<file path="config.mk">
export PLATFORM = sky130hd
export DESIGN_NAME = eli_idle_wait_timer
export DESIGN_NICKNAME = d
export VERILOG_FILES = /design/src/eli_pkg.sv /design/src/eli_port_timer.sv /design/src/eli_idle_wait_timer.sv
export SDC_FILE = /design/constraint.sdc
export NUM_CORES = 1
export LEC_CHECK = 0
export BUFFER_PORTS_ARGS = -buffer_cell sky130_fd_sc_hd__clkbuf_2
export CORE_MARGIN = 4
export CORE_UTILIZATION = 50
export DETAILED_ROUTE_END_ITERATION = 10
export PLACE_DENSITY_LB_ADDON = 0.2
export SYNTH_ARGS = -nofsm -noshare
export SYNTH_HDL_FRONTEND = slang
export SYNTH_SLANG_ARGS = --single-unit
export TNS_END_PERCENT = 50
</file>
<file path="constraint.sdc">
create_clock -name clk -period 3.8 [get_ports clk]
set_input_delay 0.76 -clock clk [delete_from_list [all_inputs] [get_ports clk]]
set_output_delay 0.76 -clock clk [all_outputs]
set_load 0.01 [all_outputs]
</file>
<file path="src/eli_pkg.sv">
// package for the lpi idle wait timer: indirect register map, resets, timing
// assumes a 200 MHz core clock and byte-wide register access
package eli_pkg;

	// direct byte registers of the indirect access mechanism
	localparam logic [7:0] ADDR_IND_CTRL = 8'h6e;	// table select / space
	localparam logic [7:0] ADDR_IND_OFFS = 8'h6f;	// byte offset in space
	localparam logic [7:0] ADDR_IND_DATA = 8'ha0;	// data byte window

	// indirect control byte fields
	localparam int TABLE_MSB = 7;
	localparam int TABLE_LSB = 5;
	localparam int SPACE_MSB = 3;
	localparam int SPACE_LSB = 0;
	localparam logic [2:0] TABLE_EEE = 3'h1;	// eee table
	localparam logic [3:0] SPACE_GLOBAL = 4'h0;	// global register space

	// byte offsets inside the eee global space
	localparam logic [7:0] OFFS_QM_HI = 8'h30;	// buffer control, upper byte
	localparam logic [7:0] OFFS_QM_LO = 8'h31;	// buffer control, lower byte
	localparam logic [7:0] OFFS_WAIT_HI = 8'h32;	// wait time bits 15:8
	localparam logic [7:0] OFFS_WAIT_LO = 8'h33;	// wait time bits 7:0
	localparam logic [7:0] OFFS_DIAG_HI = 8'h34;	// pcs diagnostic, upper byte
	localparam logic [7:0] OFFS_DIAG_LO = 8'h35;	// pcs diagnostic, lower byte

	// field positions and reset / read-only values
	localparam int TERM_EN_BIT = 7;	// terminate-on-traffic enable in 0x31
	localparam logic [7:0] QM_HI_RO = 8'h40;	// reserved upper byte
	localparam logic [6:0] QM_LO_RO = 7'h10;	// reserved bits 6:0
	localparam logic [7:0] DIAG_HI_RO = 8'h68;	// reserved fields 0x6 / 0x8
	localparam logic [7:0] DIAG_LO_RO = 8'h00;
	localparam logic TERM_EN_RESET = 1'b0;
	localparam logic [15:0] WAIT_RESET = 16'h03e8;	// 1000 steps = 1.3 s
	localparam logic [15:0] WAIT_PRINTED = 16'h0010;	// printed field value, unused

	// timing: one wait step of 1.3 ms at a 5 ns clock
	localparam int unsigned CLK_PERIOD_PS = 5000;
	localparam int unsigned STEP_TIME_US = 1300;
	// microseconds to picoseconds before dividing by the clock period: 260000 cycles per step
	localparam int unsigned STEP_CYCLES = (STEP_TIME_US * 1000000) / CLK_PERIOD_PS;

	// register access request carried as one bundle
	typedef struct packed {
		logic wr;	// write strobe, one cycle
		logic rd;	// read strobe, one cycle
		logic [7:0] addr;	// direct byte address
		logic [7:0] data;	// write data
	} eli_req_t;

endpackage

</file>
<file path="src/eli_port_timer.sv">
// one port's idle counter and lpi request flop
// assumes tick is a one-cycle pulse per wait step, all inputs on clk
`timescale 1ns/1ps
module eli_port_timer
	import eli_pkg::*;
(
	// clock and reset
	input wire logic clk,
	input wire logic rst_n,
	// shared controls
	input wire logic tick,
	input wire logic runEn,
	input wire logic termEn,
	input wire logic [15:0] waitTime,
	// port status
	input wire logic queueEmpty,
	input wire logic trafficIn,
	// results
	output logic [15:0] idleCount,
	output logic lpiReq
);

	logic [15:0] cnt_q;	// whole steps spent empty
	logic [15:0] cnt_d;
	logic req_q;
	logic req_d;
	logic restart;	// any cause that ends the current empty interval

	// a non-empty queue, traffic with termination on, or a disabled mode restart the wait
	assign restart = !runEn || !queueEmpty || (termEn && trafficIn);

	// next count saturates so an idle port never wraps back below the wait time
	always_comb begin
		cnt_d = cnt_q;
		if (restart) begin
			cnt_d = 16'h0000;
		end else if (tick && cnt_q != 16'hffff) begin
			cnt_d = cnt_q + 16'h0001;
		end
		req_d = !restart && (cnt_d > waitTime);
	end

	// counter register
	always_ff @(posedge clk) begin
		if (!rst_n) begin
			cnt_q <= 16'h0000;
		end else begin
			cnt_q <= cnt_d;
		end
	end

	// request register
	always_ff @(posedge clk) begin
		if (!rst_n) begin
			req_q <= 1'b0;
		end else begin
			req_q <= req_d;
		end
	end

	assign idleCount = cnt_q;
	assign lpiReq = req_q;

endmodule

</file>
<file path="src/eli_idle_wait_timer.sv">
// top of the lpi idle wait timer: indirect byte registers, step divider, per-port timers
// assumes register strobes and port status come from logic on clk
//
// What this block does
// - Request lpi after queue empty beyond wait.
// - Timer active only in fast energy-efficient mode.
// - One shared wait value for all ports.
// - Wait counts in 1.3 ms steps, 16 bits.
// - Default wait 1.3 s; printed 0x10 conflicts.
// - Data byte at 0xa0 reads/writes selected byte.
// - Traffic withdraws request when termination enabled.
`timescale 1ns/1ps
module eli_idle_wait_timer
	import eli_pkg::*;
#(
	parameter int unsigned NUM_PORTS = 4,
	parameter int unsigned STEP_CYCLES_P = STEP_CYCLES
)(
	// clock and reset
	input wire logic clk,
	input wire logic rst_n,
	// register access
	input wire eli_req_t regReq,
	output logic [7:0] regRdData,
	output logic regRdValid,
	// mode and port status
	input wire logic energyEfficientFastMode,
	input wire logic [NUM_PORTS-1:0] transmitQueueEmpty,
	input wire logic [NUM_PORTS-1:0] trafficIn,
	// lpi requests
	output logic [NUM_PORTS-1:0] lpiReq
);

	////////////////////////////////////////////////////////////////////////////////
	// indirect register file

	localparam int STEP_W = $clog2(STEP_CYCLES_P + 1);

	logic [7:0] indCtrl_q;	// table select / space byte
	logic [7:0] indOffs_q;	// selected byte offset
	logic [15:0] waitTime_q;	// shared wait, in steps
	logic termEn_q;	// withdraw request on input traffic
	logic [7:0] rdData_q;
	logic rdValid_q;
	logic eeeSel;	// control byte points at the eee global space
	logic dataWr;
	logic [7:0] indRdByte;
	logic [STEP_W-1:0] stepCnt_q;
	logic tick_q;	// one-cycle pulse each wait step
	logic [15:0] idleCount [NUM_PORTS];

	// only the eee global space is implemented here; other tables read zero
	assign eeeSel = (indCtrl_q[TABLE_MSB:TABLE_LSB] == TABLE_EEE)
		&& (indCtrl_q[SPACE_MSB:SPACE_LSB] == SPACE_GLOBAL);
	assign dataWr = regReq.wr && (regReq.addr == ADDR_IND_DATA) && eeeSel;

	// direct control and offset bytes
	always_ff @(posedge clk) begin
		if (!rst_n) begin
			indCtrl_q <= 8'h00;
			indOffs_q <= 8'h00;
		end else if (regReq.wr) begin
			if (regReq.addr == ADDR_IND_CTRL) begin
				indCtrl_q <= regReq.data;
			end
			if (regReq.addr == ADDR_IND_OFFS) begin
				indOffs_q <= regReq.data;
			end
		end
	end

	// wait time and termination enable, written through the data window
	// bytes land one at a time, so a timer may briefly see a half-updated wait
	always_ff @(posedge clk) begin
		if (!rst_n) begin
			waitTime_q <= WAIT_RESET;
			termEn_q <= TERM_EN_RESET;
		end else if (dataWr) begin
			case (indOffs_q)
				OFFS_WAIT_HI: begin
					waitTime_q[15:8] <= regReq.data;
				end
				OFFS_WAIT_LO: begin
					waitTime_q[7:0] <= regReq.data;
				end
				OFFS_QM_LO: begin
					termEn_q <= regReq.data[TERM_EN_BIT];
				end
				default: begin
					// reserved and unmapped offsets ignore writes
				end
			endcase
		end
	end

	// byte visible through the data window at the selected offset
	always_comb begin
		indRdByte = 8'h00;
		if (eeeSel) begin
			case (indOffs_q)
				OFFS_QM_HI: indRdByte = QM_HI_RO;
				OFFS_QM_LO: indRdByte = {termEn_q, QM_LO_RO};
				OFFS_WAIT_HI: indRdByte = waitTime_q[15:8];
				OFFS_WAIT_LO: indRdByte = waitTime_q[7:0];
				OFFS_DIAG_HI: indRdByte = DIAG_HI_RO;
				OFFS_DIAG_LO: indRdByte = DIAG_LO_RO;
				default: indRdByte = 8'h00;
			endcase
		end
	end

	// read data is registered: valid one cycle after the read strobe
	always_ff @(posedge clk) begin
		if (!rst_n) begin
			rdData_q <= 8'h00;
			rdValid_q <= 1'b0;
		end else begin
			rdValid_q <= regReq.rd;
			if (regReq.rd) begin
				case (regReq.addr)
					ADDR_IND_CTRL: rdData_q <= indCtrl_q;
					ADDR_IND_OFFS: rdData_q <= indOffs_q;
					ADDR_IND_DATA: rdData_q <= indRdByte;
					default: rdData_q <= 8'h00;
				endcase
			end
		end
	end

	assign regRdData = rdData_q;
	assign regRdValid = rdValid_q;

	////////////////////////////////////////////////////////////////////////////////
	// step divider: one enable pulse per 1.3 ms

	// divider runs freely; the first step of an interval may be short by up to one step
	always_ff @(posedge clk) begin
		if (!rst_n) begin
			stepCnt_q <= '0;
			tick_q <= 1'b0;
		end else if (stepCnt_q == STEP_W'(STEP_CYCLES_P - 1)) begin
			stepCnt_q <= '0;
			tick_q <= 1'b1;
		end else begin
			stepCnt_q <= stepCnt_q + STEP_W'(1);
			tick_q <= 1'b0;
		end
	end

	////////////////////////////////////////////////////////////////////////////////
	// per-port timers sharing one wait value

	for (genvar p = 0; p < NUM_PORTS; p++) begin : g_port
		eli_port_timer u_timer (
			.clk(clk),
			.rst_n(rst_n),
			.tick(tick_q),
			.runEn(energyEfficientFastMode),
			.termEn(termEn_q),
			.waitTime(waitTime_q),
			.queueEmpty(transmitQueueEmpty[p]),
			.trafficIn(trafficIn[p]),
			.idleCount(idleCount[p]),
			.lpiReq(lpiReq[p])
		);
	end

	////////////////////////////////////////////////////////////////////////////////
	// checks

	AST_REQ_NEEDS_MODE: assert property (@(posedge clk) disable iff (!rst_n)
		|lpiReq |-> $past(energyEfficientFastMode))
		else $error("lpi request without fast energy-efficient mode");

	AST_REQ_NEEDS_EMPTY: assert property (@(posedge clk) disable iff (!rst_n)
		lpiReq[0] |-> $past(transmitQueueEmpty[0]) && $past(idleCount[0]) >= $past(waitTime_q))
		else $error("lpi request before wait elapsed");

	AST_RISE_PAST_WAIT: assert property (@(posedge clk) disable iff (!rst_n)
		$rose(lpiReq[NUM_PORTS-1]) |-> idleCount[NUM_PORTS-1] > $past(waitTime_q))
		else $error("request rose with idle count not beyond shared wait");

	AST_TERMINATE: assert property (@(posedge clk) disable iff (!rst_n)
		termEn_q && trafficIn[0] |=> !lpiReq[0] && idleCount[0] == 16'h0000)
		else $error("traffic did not withdraw lpi request");

	AST_RESTART: assert property (@(posedge clk) disable iff (!rst_n)
		!transmitQueueEmpty[0] |=> idleCount[0] == 16'h0000 ##1 idleCount[0] <= 16'h0001)
		else $error("idle counter not restarted");

	AST_STEP_PULSE: assert property (@(posedge clk) disable iff (!rst_n)
		tick_q |=> !tick_q && stepCnt_q == STEP_W'(1))
		else $error("step pulse malformed");

	AST_WAIT_RESET: assert property (@(posedge clk)
		!$past(rst_n) && rst_n |-> waitTime_q == WAIT_RESET)
		else $error("wait time reset value wrong");

	AST_WR_HI: assert property (@(posedge clk) disable iff (!rst_n)
		dataWr && indOffs_q == OFFS_WAIT_HI |=> waitTime_q[15:8] == $past(regReq.data))
		else $error("upper wait byte not written");

	AST_RD_LO: assert property (@(posedge clk) disable iff (!rst_n)
		regReq.rd && regReq.addr == ADDR_IND_DATA && eeeSel && indOffs_q == OFFS_WAIT_LO
		|=> regRdValid && regRdData == $past(waitTime_q[7:0]))
		else $error("lower wait byte read wrong");

	AST_SEL_GUARD: assert property (@(posedge clk) disable iff (!rst_n)
		regReq.wr && regReq.addr == ADDR_IND_DATA && !eeeSel |=> $stable(waitTime_q))
		else $error("write outside eee space changed wait");

	// with termination off, traffic on an empty port must leave a standing request alone
	AST_TRAFFIC_KEEP: assert property (@(posedge clk) disable iff (!rst_n)
		lpiReq[0] && !termEn_q && trafficIn[0] && transmitQueueEmpty[0]
		&& energyEfficientFastMode && $stable(waitTime_q) |=> lpiReq[0])
		else $error("traffic withdrew request with termination off");

	AST_MODE_OFF_CLEAR: assert property (@(posedge clk) disable iff (!rst_n)
		!energyEfficientFastMode |=> !lpiReq[0] && idleCount[0] == 16'h0000)
		else $error("counter or request survived mode off");

	AST_DIV_RANGE: assert property (@(posedge clk) disable iff (!rst_n)
		stepCnt_q <= STEP_W'(STEP_CYCLES_P - 1))
		else $error("step divider beyond its period");

endmodule

</file>
# After elaboration in Yosys (flattened, before gate mapping)
# Index checks and enable logic that the tools add are counted.
# totals
output_inout_bits	13
inputBits	29
reg_bits	129
elab_cells	92
# op_classes
n_eq_ne	14
order_cmp	4
n_reduce_logical	39
addsub	5
mux	12
bitwise	1
# op_table
cell	n
$mux 16	8
$add 16x1->16 const B	4
$gt 16x16->1	4
$ne 16x16->1 const B	4
$eq 8x6->1 const B	5
$pmux 8 s5	1
$pmux 8 s3	1
$add 18x1->18 const B	1
$eq 18x18->1 const B	1
$eq 8x7->1 const B	2
$logic_and 1x1->1	15
$reduce_and 2->1	5
$logic_not 1->1	9
$eq 8x8->1 const B	1
$logic_or 1x1->1	8
$mux 8	1
$logic_not 4->1	1
$eq 3x1->1 const B	1
$reduce_or 2->1	1
$mux 1	1
$not 1->1	1

# Depth between registers and ports, before layout
# Gate-level depths: netlist (run 1).
# logic_depth
depth_word	6
ltp_mapped	13
ltp_nobuf	12

# Hierarchy
# A second synthesis (run 1) with hierarchy kept.
# unflattened
hier_cells	1064
hier_area_um2	8730.9
# by_module_without_submodules
module	cells_per_inst	n_inst	area_each_um2	seq_area_each_um2
eli_idle_wait_timer	338	1	3096.7	1221.2
eli_port_timer (g_port[2].u_timer ...)	182	2	1401.3	340.3
eli_port_timer (g_port[1].u_timer)	181	1	1428.9	340.3
eli_port_timer (g_port[0].u_timer)	181	1	1402.6	340.3

# Least setup slack after synthesis (run 1)
# No wires, ideal clock.
# synth_path
kind	register to register
from	register g_port[2].u_timer.cnt_q[0]
to	register g_port[2].u_timer.req_q
setup_time_ps	131
arrival_ps	2507
setup_slack_ps	1162
period_less_slack_ps	2638
path_buffers	1
path_stages_with_launch	13
required_ps	3669
cell_sequence	dfxtp_1 ha_1 nand4_1 nor4_1 clkbuf_1 nor3_1 xnor2_1 nor2_1 ha_1 and3_1 nand4_1 o311ai_0 a31oi_1
# synth_between
elab_chain_len	6
word_cells_on_any_way	7
cone_classes	add/sub: 1; order compare: 1; eq/ne: 1; mux: 2; reduce/logical: 2
# synth_lines
element	line_no	rtl
from (decl)	eli_port_timer.sv:23	logic [15:0] cnt_q;
from (signal assigned)	eli_port_timer.sv:48	cnt_q <= cnt_d;
parallel branches: the longest is 2 deep, another holds $add 16x1->16	-	
$mux 16 (*)	eli_port_timer.sv:37	end else if (tick && cnt_q != 16'hffff) begin
$mux 16 (*)	eli_port_timer.sv:35	if (restart) begin
named net g_port[2].u_timer.cnt_d[15]	eli_port_timer.sv:24	logic [15:0] cnt_d;
$gt 16x16->1 (*)	eli_port_timer.sv:40	req_d = !restart && (cnt_d > waitTime);
$logic_and 1x1->1 (*)	eli_port_timer.sv:40	
to (signal assigned)	eli_port_timer.sv:57	req_q <= req_d;
to (decl)	eli_port_timer.sv:25	logic req_q;
# Mark *: on every way through the listed nets, which the timed path passes.
# A chain may end at the register's enable or synchronous reset.

# Worst setup path in the final report (run 1)
# layout_path
from	register g_port[0].u_timer.cnt_q[0]
to	register g_port[0].u_timer.req_q
# layout_between
elab_chain_len	6
word_cells_on_any_way	7
cone_classes	add/sub: 1; order compare: 1; eq/ne: 1; mux: 2; reduce/logical: 2
# layout_lines
element	line_no
from (decl)	eli_port_timer.sv:23
from (signal assigned)	eli_port_timer.sv:48
parallel branches: the longest is 2 deep, another holds $add 16x1->16	-
$mux 16 (*)	eli_port_timer.sv:37
$mux 16 (*)	eli_port_timer.sv:35
named net g_port[0].u_timer.cnt_d[11]	eli_port_timer.sv:24
$gt 16x16->1 (*)	eli_port_timer.sv:40
$logic_and 1x1->1 (*)	eli_port_timer.sv:40
to (signal assigned)	eli_port_timer.sv:57
to (decl)	eli_port_timer.sv:25
# Marked as above.

==> qor.csv, run 1 <==
metric;value;unit
synthFlopType;dfxtp_1;
grt-ovfl-total;0;
core;15100;µm²
drtIter0Drc;474;
skew;6.38;ps
cp-end-kind;register;
ir_drop;0.322;mV
synth.top_cells.by_count;nor2_1, dfxtp_1, ha_1, nand2_1, a21oi_1;
maxCapViolations;0;
antenna_cells;0;
drc;0;
synthArstFlopShare;0;%
first_global_vias;6207;
io_pins;42;
vias;6676;
synthTopCellsByArea;dfxtp_1, ha_1, nor2_1;
slew_violations;0;
netlist_instances;939;
switching_power;0.673;mW
hold_path.class;reg -> reg;
totalWireLength;19100;µm
whs;458;ps
cp-start-kind;register;
cts_max_path_buffers;2;
hold_buffers;0;
reg2reg_depth;12;
die_w;132;µm
yosys_warnings;0;
dpl_cell_area;8040;µm²
clk_pin_slew;60;ps
finalHoldViolCount;0;
fin_area;8660;µm²
clock_sinks;129;
rsz0062_at_grt;false;
setup_violations;0;
crit_slowest_cell;nor3b_1;
num_rows;45;
die_area;17400;µm²
layout-drive-gt1-share;10.2;%
grt_first_pass_wirelength;31000;µm
syn-num-nets;1037;
finalCriticalPeriod;3210;ps
syn_avg_cell_area;8.20;µm²
worst_slew_pin_slew;787;ps
p_clk_share;54.8;%
required;4130;ps
antenna_left;0;
synth_area;7700;µm²
cp-endpoint;g_port[0].u_timer.lpiReq;
gp_congestion;0.838;
nNetsFinal;1068;
fmax;311;MHz
die_y;132;µm
start_util;50.8;%
cts_max_level;4;
synth.distinct_cells;49;
routedWlPerCell;16.3;µm
worstPathCellList;ha_1 -> nand4_1 -> nor3b_1 -> nor3_1 -> xnor2_1 -> nor2_1 -> ha_1 -> nand3_1 -> o221a_2 -> o21ai_0 -> nand2_1 -> o21ai_0;
crit_fanout;7;
yosysTopAreaCellShare;33.6;%
min_period_over_period;84.5;%
powerDensity;368;nW/µm²
ff2ff_setup_slack;590;ps
hpwl;13700;µm
root_buffer;clkbuf_16;
critical_path_arrival;3550;ps
status;complete, no violations;
pwr-share-seq;42.7;%
rr_endpoint;g_port[0].u_timer.lpiReq;
grt_start_max_net_pins;36;
antenna_found_initial;0;
finalSetupTns;0;ps
cts_setup_buffers;0;
crit_type;reg -> reg;
leakagePower;3.51;nW
yosys.area.top_type;dfxtp_1;
clk_latency;420;ps
cts_resized;0;
port_buffers;41;
pwr-share-comb;2.5;%
ys_ff_latch;129;
ys_seq_area_share;33.6;%
r2r-start;g_port[0].u_timer.idleCount[0];
power;3.18;mW
cpPeakStageDelay;700;ps
yosysMostFrequentCell;nor2_1;
p_int;2.51;mW
cp-startpoint;g_port[0].u_timer.idleCount[0];
syn2layout_area_growth;12.6;%
swShare;21.1;%
cts_buffers;17;
via_per_inst;5.70;
first_pass_iters;5;
synth_edf_count;0;
cts_tree;built;
max_slew_margin;47.4;%
grt_use_total;21.8;%
final cells by class:
cell class	count	area [µm²]
flip-flops and latches	129	2580
multi-input cells	750	4870
fillers	1379	6480
well taps	188	235
clock inverters	9	155
inverters	23	86.3
clock buffers	23	468
repair buffers	49	265
worst min-delay path by stage:
stage | start | endpoint | slack (ps) | cells past startpoint
after floorplan | indCtrl_q[4] | indCtrl_q[4] | 430 | 2
after global placement | indCtrl_q[4] | indCtrl_q[4] | 450 | 2
after detailed placement | indCtrl_q[4] | indCtrl_q[4] | 450 | 2
after CTS | indCtrl_q[4] | indCtrl_q[4] | 460 | 2
after global routing | indCtrl_q[1] | indCtrl_q[1] | 490 | 2
final | indCtrl_q[4] | indCtrl_q[4] | 460 | 2
layer usage:
| metal | GRT usage (%) | wire length, µm | up-vias |
|---|---|---|---|
| met5 | 0 | 0 | - |
| met4 | 6.42 | 259 | 0 |
| met3 | 5.27 | 1080 | 23 |
| met2 | 34.2 | 8390 | 164 |
| met1 | 30.0 | 9340 | 3082 |
| li1 | - | - | 3407 |
state kept, by name, summed over array words and instances, names as in the netlist:
name and count:
waitTime_q 16, regRdData 8, termEn_q 1, indCtrl_q 8
regRdValid 1, indOffs_q 8, g_port.u_timer.idleCount 64, g_port.u_timer.lpiReq 4
stepCnt_q 18, tick_q 1
cell usage in the layout (no fill, tap or decap), drive strengths merged, types with 19 or more instances in the layout:
master / instances
nand2: 69
xor2: 24
o21ai: 21
inv: 22
nand4: 42
mux2i: 38
xnor2: 38
nor2: 172
dfxtp: 129
ha: 69
clkbuf: 64
nand3: 44
a21oi: 55
nor2b: 19
per-stage QoR:
stage	instances	setup slack, ps	util (%)
after floorplan	939	1160	-
after global placement	1139	816	53.1
after detailed placement	1139	816	53.1
after CTS	1171	606	57.2
after global routing	1171	312	57.2
final	1171	588	57.2
worst max-delay path: cells and delay by family, from the launching register on:
kind / cells / cell delay [ps]
DFF: 1 / 390
AOI/OAI and AO/OA: 3 / 610
and+or+nand+nor: 6 / 1310
xor gates and xnor gates: 1 / 260
adders and majority gates: 2 / 560
power groups by stage:
stage | clock network (mW) | registers (mW) | logic [mW]
floorplan | 0 | 1.39 | 0.0420
global placement | 0 | 1.39 | 0.0791
detailed placement | 0 | 1.39 | 0.0785
CTS | 1.77 | 1.36 | 0.0787
global route | 1.84 | 1.36 | 0.0872
finish | 1.75 | 1.36 | 0.0797
cells by family after synthesis:
logic type / Yosys count / synth area share (%)
buffers and inverters: 60 / 3.25
adders and majority gates: 69 / 11.2
AOI/OAI and AO/OA: 127 / 9.88
muxes: 47 / 6.26
xor gates and xnor gates: 62 / 7.06
DFF: 129 / 33.6
and+or+nand+nor: 445 / 28.8
Note: power is estimated with default switching activity, not from simulation.
==> inputs of run 2 (changes only) <==
clock period = 3 ns   (was 3.8 ns; I/O delays follow)
==> run 2 against run 1 <==
Net effect:
- die area is the same
- sequential share of layout area shrank 0.46 points
- global-route usage grew 0.33 points
==> qor.csv, run 2 (synthesis results as in run 1) <==
metric;value;unit
status;complete, no violations;
clock_sinks;129;
slew_violations;0;
die_area;17400;µm²
largest_registers;g_port.u_timer.idleCount: 64 flops, stepCnt_q: 18 flops, waitTime_q: 16 flops;
rr_endpoint;g_port[3].u_timer.lpiReq;
setup_slack;164;ps
cp-endpoint;g_port[3].u_timer.lpiReq;
pwr-share-comb;2.7;%
crit_slowest_cell;dfxtp_1;
routedWlPerCell;16.1;µm
crit_fanout;5;
cts_max_path_buffers;2;
core;15100;µm²
min_period_over_period;94.5;%
r2r-start;tick_q;
clk_pin_slew;60;ps
cp-start-kind;register;
layout-drive-gt1-share;12.8;%
io_pins;42;
die_w;132;µm
first_global_vias;6437;
cp-end-kind;register;
powerDensity;441;nW/µm²
final_common_cell;nor2_1;
ir_drop;0.385;mV
p_clk_share;53.0;%
root_buffer;clkbuf_16;
rsz0062_at_grt;true;
swShare;23.3;%
power;3.89;mW
worstPathCellList;nand3_1 -> or2_2 -> nor4b_1 -> xnor2_1 -> nor2_1 -> ha_1 -> and3_1 -> nand4_1 -> a211oi_1 -> nor4_1 -> a211oi_1;
p_int;2.98;mW
skew;8.76;ps
cpPeakStageDelay;440;ps
pwr-share-seq;44.3;%
clk_latency;430;ps
nNetsFinal;1083;
crit_type;reg -> reg;
cts_max_level;4;
ff2ff_setup_slack;160;ps
fin_area;8810;µm²
hpwl;14100;µm
dpl_cell_area;8140;µm²
final-seq-area;2580;µm²
dpl_worst_slack;61.9;ps
critical_path_arrival;3170;ps
grt_use_total;22.2;%
hold_path.class;reg -> reg;
maxCapViolations;0;
syn2layout_area_growth;14.4;%
setup_violations;0;
antenna_found_initial;0;
switching_power;0.904;mW
drtIter0Drc;447;
fill_cells;1359;
drc;0;
grt_start_max_net_pins;36;
cp-startpoint;tick_q;
largest_reg_flops;64;
finalCriticalPeriod;2840;ps
leakagePower;3.56;nW
layout_common_cells;nor2_1, dfxtp_1, nand2_1;
worst-path-buf-inv;0;
die_y;132;µm
vias;6798;
regMostFlops;g_port.u_timer.idleCount;
first_pass_iters;5;
reg2reg_depth;11;
cts_tree;built;
finalHoldViolCount;0;
critical-path-top-delay-family;simple AND/OR/NAND/NOR gates;
worst_slew_pin_slew;712;ps
cp_common_cell;a211oi_1;
num_rows;45;
antenna_cells;0;
max_slew_margin;52.2;%
gp_congestion;0.883;
via_per_inst;5.73;
whs;453;ps
multi_input_area;4920;µm²
port_buffers;41;
fmax;353;MHz
antenna_left;0;
worst-path-stages;11;
grt_first_pass_wirelength;31700;µm
start_util;50.8;%
cts_buffers;17;
grt-ovfl-total;0;
totalWireLength;19100;µm
required;3340;ps
## run 2: changes by cell type in the layout (fill, tap and decap cells not counted), moves of 2 or more
cell / before / now
clkbuf_1: 4 / 1
bufinv_16: 4 / 2
nor4b_1: 5 / 3
nor4_2: 1 / 3
clkinv_4: 2 / 4
dfxtp_1: 129 / 127
buf_4: 8 / 22
clkbuf_8: 2 / 0
dfxtp_2: 0 / 2
inv_6: 0 / 4
nor4_1: 9 / 7
nor4b_2: 2 / 4
## run 2: worst min-delay path by stage
stage,from,endpoint,depth (start not counted)
2_1_floorplan,indCtrl_q[4],indCtrl_q[4],2
3_3_place_gp,indCtrl_q[4],indCtrl_q[4],2
3_5_place_dp,indCtrl_q[4],indCtrl_q[4],2
4_1_cts,regReq[2],indCtrl_q[2],3
5_1_grt,regReq[5],indCtrl_q[5],3
6_report,indCtrl_q[4],indCtrl_q[4],2
## run 2: final cells by class
cell class / count / area share, %
Inverter: 23 / 0.980
Sequential cell: 129 / 29.4
Clock buffer: 18 / 4.87
Timing Repair Buffer: 64 / 4.43
Multi-Input combinational cell: 750 / 55.9
Tap cell: 188 / 2.67
Clock inverter: 14 / 1.76
## run 2: power groups by stage
stage | Combinational, mW | Sequential (mW) | Clock [mW]
2_1_floorplan | 0.0532 | 1.76 | 0
3_3_place_gp | 0.104 | 1.76 | 0
3_5_place_dp | 0.104 | 1.76 | 0
4_1_cts | 0.104 | 1.72 | 2.09
5_1_grt | 0.115 | 1.72 | 2.17
6_report | 0.105 | 1.72 | 2.06
## run 2: per-stage QoR
stage	util [%]	std cells	TNS, ps
after global routing	58.1	1186	-21.0
after detailed placement	53.8	1151	0
after CTS	57.6	1183	0
after global placement	53.8	1151	0
after floorplan	-	939	0
final	58.1	1186	0
## run 2: repair_timing
item                       in CTS  in global routing
hold buffers                    0                  0
resized for setup               1                 11
setup buffers                   0                  3
setup endpoints to repair       1                  3
pin swaps                       0                  5
## run 2: worst min-delay path, stage by stage, from the launching register on
cell and delay (ps):
dfxtp_1 310, nand2_1 50, a21oi_1 50
## run 2: metal layers
metal	vias up	track usage, %	routed length, µm
met1	3143	30.7	9280
li1	3423	-	-
met2	201	34.4	8350
met4	0	7.93	359
met5	-	0	0
met3	31	4.43	1110
==> inputs of run 3 (changes only) <==
CAP_MARGIN = 20   (was not set)
CORE_UTILIZATION = 55   (was 50)
==> run 3 against run 2 <==
Net effect:
- global-route usage increased by 2.1 points
- power up 2.0%
- sequential cell count stayed put
- clock skew is 0.53 ps lower
- clock power up 4%
- die area down 8.6%
- fmax increased by 0.86%
- largest cell class unchanged
==> qor.csv, run 3 (synthesis results as in run 1) <==
metric;value;unit
grt_first_pass_wirelength;31600;µm
clock_sinks;129;
cts_tree;built;
pwr-share-comb;2.6;%
regMostFlops;g_port.u_timer.idleCount;
wl_met3;1010;µm
finalCriticalPeriod;2810;ps
crit_type;reg -> reg;
dpl_worst_slack;102;ps
die_area;15900;µm²
die_y;126;µm
required;3350;ps
p_int;3.06;mW
root_buffer;clkbuf_16;
gp_congestion;0.878;
min_period_over_period;93.7;%
hold_buffers;0;
powerDensity;451;nW/µm²
clk_pin_slew;60;ps
antenna_found_initial;0;
grt_use_total;24.3;%
worst_slew_pin_slew;734;ps
swShare;22.8;%
vias;6856;
cts_max_path_buffers;2;
finalHoldViolCount;0;
routedWlPerCell;16.6;µm
totalWireLength;19500;µm
hpwl;13800;µm
port_buffers;41;
power;3.97;mW
grt-ovfl-total;0;
nNetsFinal;1083;
largest_registers;g_port.u_timer.idleCount: 64 flops, stepCnt_q: 18 flops, waitTime_q: 16 flops;
skew;8.23;ps
cts_buffers;17;
via_per_inst;5.84;
largest_reg_flops;64;
m1WireLength;9510;µm
layout_common_cells;nor2_1, dfxtp_1, nand2_1;
layout-drive-gt1-share;13.0;%
met2_length;8650;µm
grt_start_max_net_pins;36;
final_common_cell;nor2_1;
cts_max_level;4;
crit_fanout;8;
whs;453;ps
num_rows;42;
antenna_left;0;
leakagePower;3.59;nW
first_global_vias;6427;
start_util;57.2;%
antenna_cells;0;
clk_latency;430;ps
status;complete, no violations;
cp-end-kind;register;
switching_power;0.903;mW
dr.max_layer_used;met4;
maxCapViolations;0;
slew_violations;0;
io_pins;42;
max_slew_margin;50.7;%
fmax;356;MHz
core;13500;µm²
setup_slack;188;ps
setup_violations;0;
drtIter0Drc;520;
dpl_cell_area;8110;µm²
critical_path_arrival;3160;ps
fin_area;8790;µm²
rsz0062_at_grt;true;
p_clk_share;54.0;%
hold_path.class;reg -> reg;
pwr-share-seq;43.4;%
cp-start-kind;register;
first_pass_iters;4;
drc;0;
syn2layout_area_growth;14.3;%
ir_drop;0.402;mV
die_w;126;µm
==> run 3: changes by cell type in the layout (fill, tap and decap cells not counted), sizes merged <==
| cell | change |
|---|---|
| clkinv | -1 |
| bufinv | +1 |
| inv | +1 |
| clkbuf | -1 |
==> run 3: critical path: stages, from the launching register on <==
cell and delay, ps:
dfxtp_1 400, ha_2 290, nand3_1 220, nor4b_1 380, xnor2_1 190, nor2_1 70
ha_1 290, and3_1 170, nand4_1 160, a211oi_1 240, nor4_1 90, a211oi_1 220
==> run 3: area by class of cell <==
type	count	area [µm²]
Timing Repair Buffer	64	378
Clock inverter	15	178
Fill cell	1129	4660
Tap cell	176	220
Multi-Input combinational cell	750	4920
Inverter	23	86.3
Sequential cell	129	2580
Clock buffer	17	425
==> run 3: timing repair <==
| item | CTS | global route |
|---|---|---|
| setup buffers | 0 | 3 |
| resized for setup | 0 | 14 |
| endpoints found under the setup margin | 0 | 3 |
==> run 3: power by group through the flow <==
| stage | Sequential, mW | Clock (mW) | Combinational [mW] |
|---|---|---|---|
| 6_report | 1.72 | 2.14 | 0.104 |
| 5_1_grt | 1.72 | 2.25 | 0.113 |
| 4_1_cts | 1.72 | 2.17 | 0.103 |
| 3_5_place_dp | 1.76 | 0 | 0.103 |
| 3_3_place_gp | 1.76 | 0 | 0.101 |
| 2_1_floorplan | 1.76 | 0 | 0.0532 |
==> run 3: worst paths after layout <==
kind / startpoint / to / slack (ps) / cells past startpoint
setup reg to reg: g_port[3].u_timer.idleCount[0] / g_port[3].u_timer.lpiReq / 190 / 11
setup / recovery: g_port[3].u_timer.idleCount[0] / g_port[3].u_timer.lpiReq / 190 / 11
hold reg to reg: indCtrl_q[4] / indCtrl_q[4] / 450 / 2
hold / removal: indCtrl_q[4] / indCtrl_q[4] / 450 / 2
==> run 3: per-layer routing <==
| layer | GRT usage [%] | vias to the layer above |
|---|---|---|
| met5 | 0 | - |
| met4 | 6.88 | 0 |
| met3 | 5.46 | 21 |
| met2 | 37.9 | 185 |
| met1 | 34.0 | 3221 |
| li1 | - | 3429 |
==> run 3: per-stage QoR <==
stage,setup TNS (ps),instances,util [%]
6_report,0,1174,65.4
5_1_grt,-28.2,1174,65.4
4_1_cts,0,1171,64.8
3_5_place_dp,0,1139,60.3
3_3_place_gp,0,1139,60.3
2_1_floorplan,0,939,-
